`src/rtl/chg_regs_pkg.sv`:
```
// Package: offsets, field positions, reset values and enumerations of the register slice
package chg_regs_pkg;
  // Register indices (are printed offsets byte addresses, all multiples of four? no)
  // Printed offsets are not all multiples of four, so they are indices; byte address = 4*index
  localparam logic [7:0] FAULT_MASK_IDX = 8'h14;
  localparam logic [7:0] CONV_CTRL_IDX = 8'h15;
  localparam logic [7:0] CHAN_OFF_IDX = 8'h16;
  localparam logic [7:0] IIN_HIGH_IDX = 8'h17;
  localparam logic [7:0] IIN_LOW_IDX = 8'h18;
  localparam logic [7:0] FAULT_FLAG_IDX = 8'h30;
  localparam logic [7:0] IRQ_STATUS_IDX = 8'h31;
  localparam logic [7:0] IRQ_ENABLE_IDX = 8'h32;
  localparam logic [7:0] SYS_CTRL_IDX = 8'h33;
  localparam int IDX_LSB = 2;
  // Reset values
  localparam logic [7:0] FAULT_MASK_RST = 8'h00;
  localparam logic [7:0] CONV_CTRL_RST = 8'h30;
  localparam logic [7:0] CHAN_OFF_RST = 8'h00;
  localparam logic [7:0] IIN_HIGH_RST = 8'h00;
  // Writable bit masks; all other bits read zero
  localparam logic [7:0] FAULT_MASK_WMASK = 8'hd8;
  localparam logic [7:0] CONV_CTRL_WMASK = 8'hf0;
  localparam logic [7:0] CHAN_OFF_WMASK = 8'he7;
  // Field positions
  localparam int BIT_OVP = 7;
  localparam int BIT_TSHUT = 6;
  localparam int BIT_TMR = 4;
  localparam int BIT_SHORT = 3;
  localparam int BIT_CONV_EN = 7;
  localparam int BIT_ONE_SHOT = 6;
  localparam int BIT_RES_HI = 5;
  localparam int BIT_RES_LO = 4;
  localparam int BIT_SYS_REG_RESET = 0;
  localparam int NUM_FAULTS = 4;
  localparam int NUM_CHANS = 8;
  // Conversion time per channel, in cycles, for resolution codes 00..11
  localparam logic [15:0] CONV_CYC_15B = 16'h0800;
  localparam logic [15:0] CONV_CYC_14B = 16'h0400;
  localparam logic [15:0] CONV_CYC_13B = 16'h0200;
  localparam logic [15:0] CONV_CYC_12B = 16'h0100;
  // Sequencer states
  typedef enum logic [1:0] {
    SEQ_IDLE = 2'b00,
    SEQ_CONV = 2'b01,
    SEQ_NEXT = 2'b10
  } seq_state_t;
endpackage

```
`src/rtl/fault_edge_irq.sv`:
```
// Fault edge detectors, sticky fault flags and masked pulse generation
`timescale 1ns/1ps
`default_nettype none
module fault_edge_irq
  import chg_regs_pkg::*;
(
  input wire logic pclk,
  input wire logic presetn,
  input wire logic soft_clear,
  input wire logic [NUM_FAULTS-1:0] fault_in,
  input wire logic [NUM_FAULTS-1:0] mask,
  output logic [NUM_FAULTS-1:0] rise,
  output logic [NUM_FAULTS-1:0] pulse_req,
  output logic [NUM_FAULTS-1:0] flags
);
  logic [NUM_FAULTS-1:0] prev_r;
  logic [NUM_FAULTS-1:0] flag_r;
  // Rising edges; the mask only gates the pulse, never the flag
  genvar g;
  generate
    for (g = 0; g < NUM_FAULTS; g++) begin : g_fault
      assign rise[g] = fault_in[g] & ~prev_r[g];
      assign pulse_req[g] = rise[g] & ~mask[g];
    end
  endgenerate
  assign flags = flag_r;
  // Flags latch on edge; an edge in the clearing cycle wins
  always_ff @(posedge pclk or negedge presetn) begin
    if (!presetn) begin
      prev_r <= '0;
      flag_r <= '0;
    end else begin
      prev_r <= fault_in;
      flag_r <= (soft_clear ? '0 : flag_r) | rise;
    end
  end
endmodule // fault_edge_irq
`default_nettype wire

```
`src/rtl/conv_sequencer.sv`:
```
// Channel sequencer: walks enabled channels, restarts on setting change
`timescale 1ns/1ps
`default_nettype none
module conv_sequencer
  import chg_regs_pkg::*;
(
  input wire logic pclk,
  input wire logic presetn,
  input wire logic enable,
  input wire logic one_shot,
  input wire logic [1:0] resolution,
  input wire logic [NUM_CHANS-1:0] chan_off,
  input wire logic restart,
  output logic [2:0] chan,
  output logic sample_strobe,
  output logic pass_done
);
  seq_state_t state_r;
  logic [2:0] chan_r;
  logic [15:0] cnt_r;
  logic [15:0] conv_cyc;
  logic [2:0] chan_inc;
  logic last_chan;
  logic any_on;
  assign conv_cyc = (resolution == 2'b00) ? CONV_CYC_15B :
                    (resolution == 2'b01) ? CONV_CYC_14B :
                    (resolution == 2'b10) ? CONV_CYC_13B : CONV_CYC_12B;
  assign chan_inc = chan_r + 3'h1;
  assign last_chan = (chan_r == 3'h7);
  assign any_on = ~&chan_off;
  assign chan = chan_r;
  // Skipped channels advance in one cycle without a strobe
  always_ff @(posedge pclk or negedge presetn) begin
    if (!presetn) begin
      state_r <= SEQ_IDLE;
      chan_r <= 3'h0;
      cnt_r <= 16'h0000;
      sample_strobe <= 1'b0;
      pass_done <= 1'b0;
    end else begin
      sample_strobe <= 1'b0;
      pass_done <= 1'b0;
      if (!enable || restart) begin
        state_r <= SEQ_IDLE;
        chan_r <= 3'h0;
        cnt_r <= 16'h0000;
      end else begin
        case (state_r)
          SEQ_IDLE: begin
            if (any_on) begin
              state_r <= SEQ_NEXT;
            end
          end
          SEQ_NEXT: begin
            if (chan_off[chan_r]) begin
              chan_r <= chan_inc;
              if (last_chan) begin
                pass_done <= 1'b1;
                state_r <= one_shot ? SEQ_IDLE : SEQ_NEXT;
              end
            end else begin
              cnt_r <= conv_cyc;
              state_r <= SEQ_CONV;
            end
          end
          SEQ_CONV: begin
            if (cnt_r == 16'h0001) begin
              sample_strobe <= 1'b1;
              chan_r <= chan_inc;
              state_r <= SEQ_NEXT;
              if (last_chan) begin
                pass_done <= 1'b1;
                state_r <= one_shot ? SEQ_IDLE : SEQ_NEXT;
              end
            end else begin
              cnt_r <= cnt_r - 16'h0001;
            end
          end
          default: state_r <= SEQ_IDLE;
        endcase
      end
    end
  end
endmodule // conv_sequencer
`default_nettype wire

```
`src/rtl/charger_fault_mask_adc_ctrl_regs.sv`:
```
// Top: APB register slice for fault mask, converter control and input current result
//
// Contract
// - Mask bit 7 clear: overvoltage rising edge emits an interrupt pulse; set suppresses it.
// - Mask bit 6 clear: thermal shutdown rising edge emits pulse; set suppresses it.
// - Mask bit 4 clear: safety timer expiry rising edge emits pulse; set suppresses it.
// - Mask bit 3 clear: sense short rising edge emits pulse; set suppresses it.
// - Fault mask at 14h resets 00h; bits 5,2,1,0 read zero.
// - All reserved bits read zero and ignore writes.
// - Converter control at 15h resets to 30h.
// - Bit 7 enables converter; cleared by register reset and watchdog expiry.
// - Bit 6 chooses continuous (0) or one-shot (1) conversion; with 1 the walk idles one cycle after each pass, then starts another.
// - Bits 5:4 select resolution 15,14,13,12 bits for 00..11.
// - Channel disable register at 16h: a 1 skips that channel.
// - Battery voltage disable bit 4 is read-only; bit 3 reserved.
// - High byte bits 14..8 weigh 16384 mA down to 256 mA.
// - Fault flag register latches each fault edge independently of the mask.
`timescale 1ns/1ps
`default_nettype none
module charger_fault_mask_adc_ctrl_regs
  import chg_regs_pkg::*;
(
  input wire logic pclk,
  input wire logic presetn,
  input wire logic psel,
  input wire logic penable,
  input wire logic pwrite,
  input wire logic [11:0] paddr,
  input wire logic [31:0] pwdata,
  input wire logic [3:0] pstrb,
  output logic [31:0] prdata,
  output logic pready,
  output logic pslverr,
  input wire logic watchdog_expired,
  input wire logic input_overvoltage,
  input wire logic thermal_shutdown,
  input wire logic safety_timer_expired,
  input wire logic sense_short,
  input wire logic [15:0] input_current_sample,
  output logic fault_irq_pulse,
  output logic irq,
  output logic [NUM_CHANS-1:0] channel_off_vec,
  output logic [2:0] active_channel,
  output logic converter_enabled
);
  import chg_regs_pkg::*;

  // ************************************************************
  // Bus decode
  // ************************************************************
  logic [7:0] fault_mask_r;
  logic [7:0] conv_ctrl_r;
  logic [7:0] chan_off_r;
  logic [15:0] iin_result_r;
  logic [7:0] iin_low_shadow_r;
  logic [NUM_FAULTS-1:0] irq_status_r;
  logic [NUM_FAULTS-1:0] irq_enable_r;
  logic [7:0] idx;
  logic wr_en;
  logic rd_en;
  logic mapped;
  logic reg_reset_cmd;
  logic soft_clear;

  // Index from word address; bytes beyond the low lane are read as zero
  assign idx = paddr[IDX_LSB+7:IDX_LSB];
  assign mapped = (idx == FAULT_MASK_IDX) | (idx == CONV_CTRL_IDX) |
                  (idx == CHAN_OFF_IDX) | (idx == IIN_HIGH_IDX) |
                  (idx == IIN_LOW_IDX) | (idx == FAULT_FLAG_IDX) |
                  (idx == IRQ_STATUS_IDX) | (idx == IRQ_ENABLE_IDX) |
                  (idx == SYS_CTRL_IDX);
  assign wr_en = psel & penable & pwrite & mapped & pstrb[0] & ~pready;
  assign rd_en = psel & penable & ~pwrite & mapped & ~pready;
  // Register reset command is a write of one to the system control bit
  assign reg_reset_cmd = wr_en & (idx == SYS_CTRL_IDX) & pwdata[BIT_SYS_REG_RESET];
  assign soft_clear = reg_reset_cmd;

  // ************************************************************
  // Fault detection
  // ************************************************************
  logic [NUM_FAULTS-1:0] fault_vec;
  logic [NUM_FAULTS-1:0] mask_vec;
  logic [NUM_FAULTS-1:0] rise_vec;
  logic [NUM_FAULTS-1:0] pulse_vec;
  logic [NUM_FAULTS-1:0] flag_vec;
  logic [7:0] fault_flag_view;

  // Order: overvoltage, thermal, timer, short
  assign fault_vec = {input_overvoltage, thermal_shutdown, safety_timer_expired, sense_short};
  assign mask_vec = {fault_mask_r[BIT_OVP], fault_mask_r[BIT_TSHUT],
                     fault_mask_r[BIT_TMR], fault_mask_r[BIT_SHORT]};
  assign fault_flag_view = {flag_vec[3], flag_vec[2], 1'b0, flag_vec[1], flag_vec[0], 3'b000};

  fault_edge_irq u_fault (
    .pclk(pclk),
    .presetn(presetn),
    .soft_clear(soft_clear),
    .fault_in(fault_vec),
    .mask(mask_vec),
    .rise(rise_vec),
    .pulse_req(pulse_vec),
    .flags(flag_vec)
  );

  // ************************************************************
  // Control registers
  // ************************************************************
  logic [7:0] wbyte;
  logic setting_change;
  logic [7:0] conv_ctrl_nxt;
  assign wbyte = pwdata[7:0];
  assign conv_ctrl_nxt = wbyte & CONV_CTRL_WMASK;
  // Any change of enable, mode or resolution restarts the channel walk
  assign setting_change = wr_en & (idx == CONV_CTRL_IDX) & (conv_ctrl_nxt != conv_ctrl_r);

  // Writable bits only; reserved and read-only bits stay zero
  always_ff @(posedge pclk or negedge presetn) begin
    if (!presetn) begin
      fault_mask_r <= FAULT_MASK_RST;
      conv_ctrl_r <= CONV_CTRL_RST;
      chan_off_r <= CHAN_OFF_RST;
      irq_enable_r <= '0;
    end else if (reg_reset_cmd) begin
      fault_mask_r <= FAULT_MASK_RST;
      conv_ctrl_r <= CONV_CTRL_RST;
      chan_off_r <= CHAN_OFF_RST;
      irq_enable_r <= '0;
    end else begin
      if (wr_en && idx == FAULT_MASK_IDX) begin
        fault_mask_r <= wbyte & FAULT_MASK_WMASK;
      end
      if (wr_en && idx == CONV_CTRL_IDX) begin
        conv_ctrl_r <= conv_ctrl_nxt;
      end
      if (watchdog_expired) begin
        conv_ctrl_r[BIT_CONV_EN] <= 1'b0;
      end
      if (wr_en && idx == CHAN_OFF_IDX) begin
        chan_off_r <= wbyte & CHAN_OFF_WMASK;
      end
      if (wr_en && idx == IRQ_ENABLE_IDX) begin
        irq_enable_r <= wbyte[NUM_FAULTS-1:0];
      end
    end
  end

  // ************************************************************
  // Sequencer and result capture
  // ************************************************************
  logic [2:0] seq_chan;
  logic seq_strobe;
  logic seq_done;
  conv_sequencer u_seq (
    .pclk(pclk),
    .presetn(presetn),
    .enable(conv_ctrl_r[BIT_CONV_EN]),
    .one_shot(conv_ctrl_r[BIT_ONE_SHOT]),
    .resolution(conv_ctrl_r[BIT_RES_HI:BIT_RES_LO]),
    .chan_off(chan_off_r),
    .restart(setting_change),
    .chan(seq_chan),
    .sample_strobe(seq_strobe),
    .pass_done()
  );
  // Channel 7 is input current; captured on the strobe that ends channel 6, when seq_chan already reads 7; whole, so both bytes share one conversion
  always_ff @(posedge pclk or negedge presetn) begin
    if (!presetn) begin
      iin_result_r <= {IIN_HIGH_RST, 8'h00};
    end else if (reg_reset_cmd) begin
      iin_result_r <= {IIN_HIGH_RST, 8'h00};
    end else if (seq_strobe && seq_chan == 3'h7) begin
      iin_result_r <= input_current_sample;
    end
  end
  // Reading the high byte freezes the low byte for the following read
  always_ff @(posedge pclk or negedge presetn) begin
    if (!presetn) begin
      iin_low_shadow_r <= 8'h00;
    end else if (rd_en && idx == IIN_HIGH_IDX) begin
      iin_low_shadow_r <= iin_result_r[7:0];
    end
  end

  // ************************************************************
  // Interrupt status
  // ************************************************************
  logic status_rd;
  assign status_rd = rd_en & (idx == IRQ_STATUS_IDX);
  // Sticky; an edge in the reading cycle survives the clear
  always_ff @(posedge pclk or negedge presetn) begin
    if (!presetn) begin
      irq_status_r <= '0;
    end else begin
      irq_status_r <= (status_rd ? '0 : irq_status_r) | rise_vec;
    end
  end

  // ************************************************************
  // Read mux and outputs
  // ************************************************************
  logic [7:0] rd_byte;
  assign rd_byte = (idx == FAULT_MASK_IDX) ? fault_mask_r :
                   (idx == CONV_CTRL_IDX) ? conv_ctrl_r :
                   (idx == CHAN_OFF_IDX) ? chan_off_r :
                   (idx == IIN_HIGH_IDX) ? iin_result_r[15:8] :
                   (idx == IIN_LOW_IDX) ? iin_low_shadow_r :
                   (idx == FAULT_FLAG_IDX) ? fault_flag_view :
                   (idx == IRQ_STATUS_IDX) ? {4'h0, irq_status_r} :
                   (idx == IRQ_ENABLE_IDX) ? {4'h0, irq_enable_r} : 8'h00;

  // One wait state: answer lands the cycle after the access phase starts
  always_ff @(posedge pclk or negedge presetn) begin
    if (!presetn) begin
      pready <= 1'b0;
      pslverr <= 1'b0;
      prdata <= 32'h0000_0000;
    end else begin
      pready <= psel & penable & ~pready;
      pslverr <= psel & penable & ~pready & ~mapped;
      prdata <= (rd_en) ? {24'h00_0000, rd_byte} : 32'h0000_0000;
    end
  end

  // Pulse and level outputs are registered
  always_ff @(posedge pclk or negedge presetn) begin
    if (!presetn) begin
      fault_irq_pulse <= 1'b0;
      irq <= 1'b0;
      channel_off_vec <= '0;
      active_channel <= 3'h0;
      converter_enabled <= 1'b0;
    end else begin
      fault_irq_pulse <= |pulse_vec;
      irq <= |(irq_status_r & irq_enable_r);
      channel_off_vec <= chan_off_r;
      active_channel <= seq_chan;
      converter_enabled <= conv_ctrl_r[BIT_CONV_EN];
    end
  end

  // ************************************************************
  // Assertions
  // ************************************************************
  property p_ovp_pulse;
    @(posedge pclk) disable iff (!presetn)
      (rise_vec[3] && !fault_mask_r[BIT_OVP]) |=> fault_irq_pulse;
  endproperty
  a_ovp_pulse: assert property (p_ovp_pulse) else $error("overvoltage pulse missing");
  property p_tshut_pulse;
    @(posedge pclk) disable iff (!presetn)
      (rise_vec[2] && !fault_mask_r[BIT_TSHUT]) |=> fault_irq_pulse;
  endproperty
  a_tshut_pulse: assert property (p_tshut_pulse) else $error("thermal pulse missing");
  property p_tmr_pulse;
    @(posedge pclk) disable iff (!presetn)
      (rise_vec[1] && !fault_mask_r[BIT_TMR]) |=> fault_irq_pulse;
  endproperty
  a_tmr_pulse: assert property (p_tmr_pulse) else $error("timer pulse missing");
  property p_short_pulse;
    @(posedge pclk) disable iff (!presetn)
      (rise_vec[0] && !fault_mask_r[BIT_SHORT]) |=> fault_irq_pulse;
  endproperty
  a_short_pulse: assert property (p_short_pulse) else $error("short pulse missing");
  property p_masked_quiet;
    @(posedge pclk) disable iff (!presetn)
      ((rise_vec & ~mask_vec) == '0) |=> !fault_irq_pulse;
  endproperty
  a_masked_quiet: assert property (p_masked_quiet) else $error("unexpected pulse");
  property p_mask_reserved;
    @(posedge pclk) disable iff (!presetn)
      (fault_mask_r & ~FAULT_MASK_WMASK) == 8'h00;
  endproperty
  a_mask_reserved: assert property (p_mask_reserved) else $error("mask reserved set");
  property p_chan_ro;
    @(posedge pclk) disable iff (!presetn)
      chan_off_r[4:3] == 2'b00;
  endproperty
  a_chan_ro: assert property (p_chan_ro) else $error("read-only channel bits set");
  property p_wdog_clear;
    @(posedge pclk) disable iff (!presetn)
      watchdog_expired |=> !conv_ctrl_r[BIT_CONV_EN] ##1 !converter_enabled;
  endproperty
  a_wdog_clear: assert property (p_wdog_clear) else $error("enable not cleared");
  property p_flag_latch;
    @(posedge pclk) disable iff (!presetn)
      (rise_vec[1] && !soft_clear) |=> flag_vec[1];
  endproperty
  a_flag_latch: assert property (p_flag_latch) else $error("timer flag not set");
endmodule // charger_fault_mask_adc_ctrl_regs
`default_nettype wire

```
`config.mk`:
```
export PLATFORM = sky130hd
export DESIGN_NAME = charger_fault_mask_adc_ctrl_regs
export DESIGN_NICKNAME = d
export VERILOG_FILES = /design/src/rtl/chg_regs_pkg.sv /design/src/rtl/fault_edge_irq.sv /design/src/rtl/conv_sequencer.sv /design/src/rtl/charger_fault_mask_adc_ctrl_regs.sv
export SDC_FILE = /design/constraint.sdc
export NUM_CORES = 1
export LEC_CHECK = 0
export BUFFER_PORTS_ARGS = -buffer_cell sky130_fd_sc_hd__buf_2
export CAP_MARGIN = 40
export CORE_ASPECT_RATIO = 0.6
export CORE_UTILIZATION = 54
export DETAILED_ROUTE_END_ITERATION = 10
export GPL_TIMING_DRIVEN = 0
export PLACE_DENSITY = 0.8
export SYNTH_ARGS = -nofsm -noshare
export SYNTH_HDL_FRONTEND = slang
export SYNTH_SLANG_ARGS = --single-unit
export TNS_END_PERCENT = 30
```
`constraint.sdc`:
```
create_clock -name pclk -period 2.39 [get_ports pclk]
set_input_delay 0.478 -clock pclk [delete_from_list [all_inputs] [get_ports pclk]]
set_output_delay 0.478 -clock pclk [all_outputs]
set_load 0.01 [all_outputs]
```
# Yosys cells after proc, flatten, opt, wreduce, memory -nomap -nowiden
# Index checks and enable logic that the tools add are counted.
# W data, S select, Z words.
# totals
latchBits,0
n_memories,0
ram_bits,0
mem_bits_ro,0
input_bits,74
ff_bits,110
word_cells,161
output_inout_bits,48
# op_classes
addsub,2
eq_ne,22
bitwise,45
div,0
n_mux,46
n_lt_le_gt_ge,1
shift,0
reduce_logical,23
mul,0
# op_table
op,count
$mux W16,7
$mux W8,13
$eq A8 B5 Y1 const B,5
$eq A8 B6 Y1 const B,4
$pmux W16 S2,1
$mux W4,6
$and A1 B1 Y1,23
$eq A16 B1 Y1 const B,1
$sub A16 B1 Y16 const B,1
$mux W2,7
$not A1 Y1,11
$mux W10,1
$reduce_bool A2 Y1,5
$mux W3,3
$reduce_and A3 Y1,3
$ne A8 B8 Y1,1
$or A1 B1 Y1,8
$or A4 B4 Y4,2
$reduce_and A8 Y1,1
$reduce_or A4 Y1,2
$logic_and A1 B1 Y1,6
$ne A3 B1 Y1 const B,2
$ne A3 B2 Y1 const B,2
$pmux W2 S3,1
15 further kinds,23

# Depth between registers and ports, before layout
# Gate-level depths: netlist of the first run.
# logic_depth
word_depth,17
mapped_depth,8
ltp_nobuf,7

# Cells and area by module
# From an unflattened synthesis of the first run, not the netlist that was laid out.
# unflattened
cells_unflattened,522
area_unflattened_um2,5159.9
# by_module_without_submodules
module,cells_per_inst,area_per_inst_um2,seq_area_each_um2,instances
charger_fault_mask_adc_ctrl_regs,319,3228.1,1704.1,1
conv_sequencer,175,1594.0,575.6,1
fault_edge_irq,28,337.8,200.2,1

# Worst setup path after synthesis of the first run
# No wires, ideal clock.
# synth_path
kind,input -> register
start,in paddr[2]
end,reg iin_low_shadow_r[0]
path_slack_ps,204
path_buffers,3
t_arrival_ps,2061
setup_ps,125
required_time_ps,2265
cell_stages,8
cell_sequence,buf_2 -> nor4b_4 -> o21ai_2 -> a21o_1 -> buf_6 -> or3_1 -> buf_6 -> mux2_4
# synth_between
elab_chain_len,12
word_cells_on_any_way,20
classes_between,eq/ne (9); bitwise (10); reduce/logical (1)
# synth_rtl
element,line_no,source
from (decl),charger_fault_mask_adc_ctrl_regs.sv:28,"input wire logic [11:0] paddr,"
$eq A8 B5 Y1,charger_fault_mask_adc_ctrl_regs.sv:67,assign mapped = (idx == FAULT_MASK_IDX) | (idx == CONV_CTRL_IDX) |
$or A1 B1 Y1 (2 in a row),charger_fault_mask_adc_ctrl_regs.sv:67,
$or A1 B1 Y1 (2 in a row),charger_fault_mask_adc_ctrl_regs.sv:68,(idx == CHAN_OFF_IDX) | (idx == IIN_HIGH_IDX) |
$or A1 B1 Y1 (2 in a row),charger_fault_mask_adc_ctrl_regs.sv:69,(idx == IIN_LOW_IDX) | (idx == FAULT_FLAG_IDX) |
$or A1 B1 Y1 (2 in a row),charger_fault_mask_adc_ctrl_regs.sv:70,(idx == IRQ_STATUS_IDX) | (idx == IRQ_ENABLE_IDX) |
$and A1 B1 Y1 (2 in a row),charger_fault_mask_adc_ctrl_regs.sv:73,assign rd_en = psel & penable & ~pwrite & mapped & ~pready;
$logic_and A1 B1 Y1 (*),charger_fault_mask_adc_ctrl_regs.sv:179,end else if (rd_en && idx == IIN_HIGH_IDX) begin
to (signal assigned),charger_fault_mask_adc_ctrl_regs.sv:180,iin_low_shadow_r <= iin_result_r[7:0];
to (decl),charger_fault_mask_adc_ctrl_regs.sv:55,logic [7:0] iin_low_shadow_r;
# Every way passes the cells marked *; elsewhere a longest branch is shown, timed or not.
# A chain may end at the register's enable or synchronous reset.

# Worst setup path in the final report of the first run
# layout_path
start,reg u_seq.cnt_r[6]
end,reg u_seq.cnt_r[12]
# layout_between
elab_chain_len,4
word_cells_on_any_way,7
classes_between,add/sub (1); eq/ne (2); mux (3); reduce/logical (1)
# layout_rtl
element,line_no,source
from (decl),conv_sequencer.sv:20,logic [15:0] cnt_r;
from (signal assigned),conv_sequencer.sv:62,cnt_r <= conv_cyc;
from (signal assigned),conv_sequencer.sv:76,cnt_r <= cnt_r - 16'h0001;
$sub A16 B1 Y16,conv_sequencer.sv:76,
$mux W16,conv_sequencer.sv:67,if (cnt_r == 16'h0001) begin
$pmux W16 S2,conv_sequencer.sv:48,case (state_r)
$mux W16,conv_sequencer.sv:43,if (!enable || restart) begin
# Parallel ways exist; a longest one is shown, timed or not. The select of a mux whose other input is x is not followed.

==> metrics.md, run 1 <==
| Metric | Value |
|---|---|
| Critical R2R Launch | u_seq.cnt_r[6] |
| RSZ-0062 raised after global routing | true |
| Chip width | 128 µm |
| Final antenna-violating net count | 0 |
| CTS buffer count | 9 |
| # IOs | 122 |
| Worst skew pair latency | 0.34 ns |
| Detailed-route DRC error count | 0 |
| Final Skew | 0.00744 ns |
| Crit-path max FO | 9 |
| Inserted Diodes | 0 |
| Placed instance area | 0.00579 mm² |
| Htree depth | 3 |
| Worst-margin pin slew | 0.747 ns |
| Tot GR Track Use | 28.3% |
| Clock Path Buffers | 2 |
| Post-synth top flop | dfrtp_1 |
| Final hold vios | 0 |
| Initial antenna violation count | 0 |
| Root Driver | clkbuf_16 |
| Most common cell in the netlist | dfrtp_1 |
| Mean routed wirelength per cell | 18.2 µm |
| Register area share after synthesis | 47.4% |
| First-pass iteration count of the detailed router | 5 |
| Chip height | 77.9 µm |
| Routability cong. | 0.921 |
| Final Util | 66.3% |
| Pwr dens | 564 mW/mm² |
| Critical Path Source Type | flop |
| Max-slew headroom | 50.1% |
| Top post-synthesis cells by area | dfrtp_1, buf_4, mux2i_1, nand3_1, a21oi_1 |
| EDFF count, synth | 0 |
| Placed cells | 722 |
| CTS tree | built |
| Largest net degree at the start of global routing | 53 |
| Req. time, crit path | 2.62 ns |
| Post-synth top area share | 46.3% |
| Die footprint | 0.0100 mm² |
| Total global routing overflow | 0 |
| Mean area per synthesized cell | 10.3 µm² |
| Largest area contributor in the netlist | dfrtp_1 |
| CP Class | reg2reg |
| Design area | 0.00614 mm² |
| Warnings, synthesis | 0 |
| Vias | 4,392 |
| Final #Nets | 684 |
| Post-synthesis async set-or-reset flop share | 100% |
| Leakage | 2.87 nW |
| Max-slew violations | 0 |
| Sequential cell area | 0.00245 mm² |
| DRT Wirelength | 13,400 µm |
| CP Capture Type | flop |
| Min cycle time layout | 2.37 ns |
| Area Overhead vs Synth | 18.4% |
| Initial core utilization | 56.0% |
| Vias in the first global route | 4,081 |
| Hold-fix buffers, CTS | 0 |
| Number of vias per cell | 5.96 |
| Mapped Cells | 503 |
| # setup viols final | 0 |
| Reg clk slew, reported paths | 0.07 ns |
| First-pass GRT wire length | 21,500 µm |
| Hpwl dp | 9970 µm |
| Mapped cell area | 0.00518 mm² |
| Clock sink count | 98 |
| Distinct cells, synth | 77 |
| Commonest cells post-synth | dfrtp_1, nand2_1, nand3_1 |
| Number of DRC markers in iteration 0 | 554 |
| Fmax | 423 MHz |
| Area occupied by multi-input gates | 0.00245 mm² |
| Status | complete, no violations |
| Critical path launch point | u_seq.cnt_r[6] |
| Fill count | 766 |
| WP data arrival | 2.60 ns |
| Fraction of the cycle the final worst path needs | 99.0% |
| Fin cells | 737 |
| Core Box Area | 0.00926 mm² |
| Share of cells above drive strength 1 | 25.0% |
| Flops & latches, synth | 98 |
| Hold/Removal Path Class | in2async |
| Max VDD drop | 0.356 mV |
| Number of port buffers | 63 |
| # rows | 27 |
| Max cap viols | 0 |
## routing by layer
layer  wire length (µm)  global-route usage (%)
met3               1440                    8.48
met2               5490                    39.5
met1               6300                    42.6
met4                148                    6.12
met5                  0                       0
## flip-flops by register name, summed over array words and instances, names as in the netlist
| register | flops |
|---|---|
| irq | 1 |
| active_channel | 3 |
| fault_irq_pulse | 1 |
| u_seq.chan | 3 |
| pslverr | 1 |
| u_seq.state_r | 2 |
| u_fault.prev_r | 4 |
| u_fault.flags | 4 |
| iin_result_r | 16 |
| u_seq.cnt_r | 16 |
| irq_enable_r | 4 |
| irq_status_r | 4 |
| chan_off_r | 6 |
| pready | 1 |
| iin_low_shadow_r | 8 |
| converter_enabled | 1 |
| prdata | 8 |
| u_seq.sample_strobe | 1 |
| fault_mask_r | 4 |
| channel_off_vec | 6 |
| conv_ctrl_r | 4 |
## cell type report
cell class                      count  area share (%)
Tap cell                          130            2.65
Clock buffer                       12            4.18
Clock inverter                      4            1.20
Inverter                           17            1.04
Sequential cell                    98            40.0
Buffer                             55            5.38
Timing Repair Buffer               64            5.62
Multi-Input combinational cell    357            39.9
## path summary, 6_finish.rpt
| check | to | slack, ns | cells after the start |
|---|---|---|---|
| worst max-delay path | u_seq.cnt_r[12] | 0.02 | 5 |
| worst min-delay path | prdata[2] | 0.14 | 1 |
| worst max register to register | u_seq.cnt_r[12] | 0.02 | 5 |
| worst min register to register | active_channel[0] | 0.42 | 0 |
| max in group asynchronous | u_seq.cnt_r[2] | 1.58 | 2 |
| min in group pclk | u_fault.prev_r[3] | 0.25 | 1 |
## layout by cell type (no fill, tap or decap), types with 9 or more instances in the layout
| cell | n |
|---|---|
| dfrtp_1 | 96 |
| buf_2 | 69 |
| nand2_1 | 36 |
| nand3_1 | 32 |
| a21oi_1 | 29 |
| nor2_1 | 27 |
| buf_4 | 27 |
| conb_1 | 26 |
| clkbuf_1 | 18 |
| mux2i_1 | 18 |
| inv_1 | 17 |
| nor3_1 | 13 |
| nor2b_1 | 9 |
| a21o_1 | 9 |
| o211ai_1 | 9 |
| nand4_1 | 9 |
| mux2_4 | 9 |
| clkbuf_16 | 9 |
## kinds of logic (layout without fill, tap and decap cells)
| group | count (synthesis) | after routing | share of synthesized area (%) |
|---|---|---|---|
| AOI/OAI and AO/OA | 114 | 114 | 16.5 |
| xor gates and xnor gates | 4 | 4 | 0.676 |
| adders and majority gates | 8 | 8 | 1.93 |
| buffers and inverters | 73 | 152 | 7.68 |
| DFF | 98 | 98 | 47.4 |
| muxes | 32 | 32 | 7.17 |
| other | 1 | 26 | 0.0723 |
| and+or+nand+nor | 173 | 173 | 18.6 |
## timing repair
item                                    4_1_cts  5_1_grt
buffers inserted                              0        0
endpoints found under the setup margin       12       14
gates resized for setup                       2        4
## stage by stage
| step | hold WS, ns | worst slack [ns] | total power, mW | TNS, ns |
|---|---|---|---|---|
| global route | 0.199 | -0.0824 | 3.56 | -0.329 |
| floorplan | 0.182 | 0.204 | 1.81 | 0 |
| CTS | 0.171 | 0.0143 | 3.48 | 0 |
| finish | 0.144 | 0.0247 | 3.46 | 0 |
| global placement | 0.405 | -0.143 | 1.91 | -8.71 |
| detailed placement | 0.416 | -0.266 | 1.92 | -5.42 |
## where the power goes
| part | total [mW] | switching, mW | internal, mW |
|---|---|---|---|
| clock network | 1.57 | 0.600 | 0.974 |
| logic | 0.212 | 0.125 | 0.0877 |
| registers | 1.68 | 0.00687 | 1.67 |
## critical path: stages (launching register included)
cell and delay (ns):
dfrtp_1 0.46, nor4_2 0.46, nand2_1 0.31, o21ai_1 0.57, nor4_1 0.12, a221o_1 0.34
(Power assumes the default switching activity.)
==> run 2: changes to the inputs <==
--- a/config.mk
+++ b/config.mk
@@ -8,10 +8,10 @@
 export BUFFER_PORTS_ARGS = -buffer_cell sky130_fd_sc_hd__buf_2
 export CAP_MARGIN = 40
 export CORE_ASPECT_RATIO = 0.6
-export CORE_UTILIZATION = 54
+export CORE_UTILIZATION = 55
 export DETAILED_ROUTE_END_ITERATION = 10
 export GPL_TIMING_DRIVEN = 0
-export PLACE_DENSITY = 0.8
+export PLACE_DENSITY = 0.81
 export SYNTH_ARGS = -nofsm -noshare
 export SYNTH_HDL_FRONTEND = slang
 export SYNTH_SLANG_ARGS = --single-unit
==> constraint.sdc (replaced) <==
create_clock -name pclk -period 2.74 [get_ports pclk]
set_input_delay 0.548 -clock pclk [delete_from_list [all_inputs] [get_ports pclk]]
set_output_delay 0.548 -clock pclk [all_outputs]
set_load 0.01 [all_outputs]
==> run 2 against run 1 <==
- register-to-register slack improved by 0.22 ns
- non-clock buffer count increased by 1
- critical path depth increased by 1
- clock power decreased by 8%
- via count increased by 0.30%
- final cell count increased by 0.14%
- critical path type unchanged
==> metrics.md, run 2 (synthesis gave the netlist of run 1 again) <==
| Metric | Value |
|---|---|
| Status | complete, no violations |
| Core Box Area | 0.00916 mm² (-1.1%) |
| Root Driver | clkbuf_16 |
| Max-slew headroom | 49.0% (-1.1 points) |
| Detailed-route DRC error count | 0 (unchanged) |
| Min cycle time layout | 2.49 ns (+0.128 ns) |
| Final #Nets | 685 (+0.15%) |
| Biggest regs | iin_result_r: 16 flops, u_seq.cnt_r: 16 flops |
| Share of cells above drive strength 1 | 24.3% (-0.70 points) |
| Tot GR Track Use | 29.6% (+1.3 points) |
| Number of vias per cell | 5.97 (+0.16%) |
| Hold/Removal Path Class | in2async |
| Most frequent cells in the layout | dfrtp_1, buf_2, nand2_1 |
| Initial antenna violation count | 0 (unchanged) |
| Crit-path max FO | 10 (+1) |
| Total global routing overflow | 0 (unchanged) |
| Global routing usage on met1 | 43.0% (+0.40 points) |
| Last element of the critical path | u_seq.state_r[1] |
| Hold-fix buffers, CTS | 0 (unchanged) |
| First-pass GRT wire length | 22,000 µm (+2.1%) |
| Max cap viols | 0 (unchanged) |
| Clock Path Buffers | 2 (unchanged) |
| Fraction of the cycle the final worst path needs | 91.0% (-8.0 points) |
| RSZ-0062 raised after global routing | false |
| Largest net degree at the start of global routing | 51 (-3.8%) |
| CTS buffer count | 9 (unchanged) |
| M2 GR Usage | 41.0% (+1.6 points) |
| CTS tree | built |
| Area Overhead vs Synth | 18.2% |
| First-pass iteration count of the detailed router | 5 (unchanged) |
| Number of port buffers | 63 (unchanged) |
| DRT Wirelength | 13,400 µm (+0.14%) |
| Chip width | 127 µm (-0.90%) |
| Routability cong. | 0.948 (+2.8%) |
| Chip height | 77.2 µm (-0.89%) |
| Critical Path Source Type | flop |
| Critical path launch point | u_seq.chan[1] |
| Final hold vios | 0 (unchanged) |
| PostCTS Resize Cnt | 0 (-2) |
| Leakage | 2.87 nW (about the same) |
| Number of DRC markers in iteration 0 | 452 (-18%) |
| Max-slew violations | 0 (unchanged) |
| Inserted Diodes | 0 (unchanged) |
| Req. time, crit path | 2.98 ns (+0.36 ns) |
| GR Util met3 | 10.5% (+2.1 points) |
| Vias in the first global route | 4,154 (+1.8%) |
| RR Endpoint | u_seq.state_r[1] |
| Vias | 4,405 (+0.30%) |
| Final Skew | 0.00545 ns (-0.00199 ns) |
| # Post-CTS Setup Buffers | 0 (unchanged) |
| # rows | 27 (unchanged) |
| Clock sink count | 98 (unchanged) |
| # IOs | 122 (unchanged) |
| Critical R2R Launch | u_seq.chan[1] |
| Reg2reg path depth | 6 (+1) |
| Hpwl dp | 10,000 µm (+0.65%) |
| CP Class | reg2reg |
| Reg clk slew, reported paths | 0.07 ns (about the same) |
| Mean routed wirelength per cell | 18.2 µm (about the same) |
| Final Util | 67.0% (+0.63 points) |
| Worst reg-to-reg setup slack | 0.25 ns (+0.22 ns) |
| Fmax | 401 MHz (-5.1%) |
| WP data arrival | 2.73 ns (+0.13 ns) |
| Worst skew pair latency | 0.35 ns (about the same) |
| Most common cell after layout, fill and taps aside | dfrtp_1 |
| Max VDD drop | 0.377 mV (+6.0%) |
| Most Crowded Layer GR | met1 |
| # setup viols final | 0 (unchanged) |
| Die footprint | 0.00983 mm² (-1.8%) |
| Htree depth | 3 (unchanged) |
| Worst-margin pin slew | 0.762 ns (+0.0158 ns) |
| Initial core utilization | 56.6% (+0.62 points) |
| Final antenna-violating net count | 0 (unchanged) |
| Setup TNS | 0 ns (unchanged) |
| Pwr dens | 504 mW/mm² (-11%) |
| CP Capture Type | flop |
[run 2: where the power goes]
part / internal, mW / switching [mW]
registers: 1.46 / 0.00538
clock network: 0.895 / 0.544
logic: 0.0765 / 0.110
[run 2: area by class of cell]
cell class / instances / area, µm²
sequential: 98 / 2450
clock inverter: 6 / 115
buffer: 56 / 334
clock buffer: 10 / 229
timing repair buffer: 64 / 345
tap: 130 / 163
inverter: 17 / 63.8
fill: 725 / 3030
multi-input combinational: 357 / 2420
[run 2: worst min-delay path by stage]
stage | end | slack [ns] | from | depth (start not counted)
4_1_cts | prdata[2] | 0.25 | presetn | 1
5_1_grt | prdata[2] | 0.28 | presetn | 1
3_3_place_gp | active_channel[0] | 0.40 | u_seq.chan[0] | 0
2_1_floorplan | active_channel[0] | 0.25 | presetn | 0
3_5_place_dp | active_channel[0] | 0.41 | u_seq.chan[0] | 0
6_report | prdata[2] | 0.23 | presetn | 1
[run 2: metrics by stage]
step                total power, mW  hold slack (ns)  std cells  worst slack, ns  area, µm²
CTS                            3.11            0.251        738            0.278       6130
floorplan                      1.58            0.252        528            0.484       5280
detailed placement             1.67            0.406        722            0.141       5790
global placement               1.66            0.400        721            0.180       5760
finish                         3.09            0.229        738            0.247       6130
global route                   3.20            0.279        738            0.124       6130
[run 2: routing by layer]
metal / part of all wire, % / routed length (µm) / vias to the layer above
met3: 12 / 1550 / 32
li1: - / - / 2015
met4: 1.6 / 215 / 0
met5: 0 / 0 / -
met1: 46 / 6230 / 2092
met2: 40 / 5410 / 266
[run 2: worst max-delay path: stages (launching register included)]
cell and delay, ns:
dfrtp_1 0.47, ha_1 0.23, ha_1 0.19, clkbuf_1 0.28
or4_1 0.58, a21oi_1 0.27, mux2_2 0.36
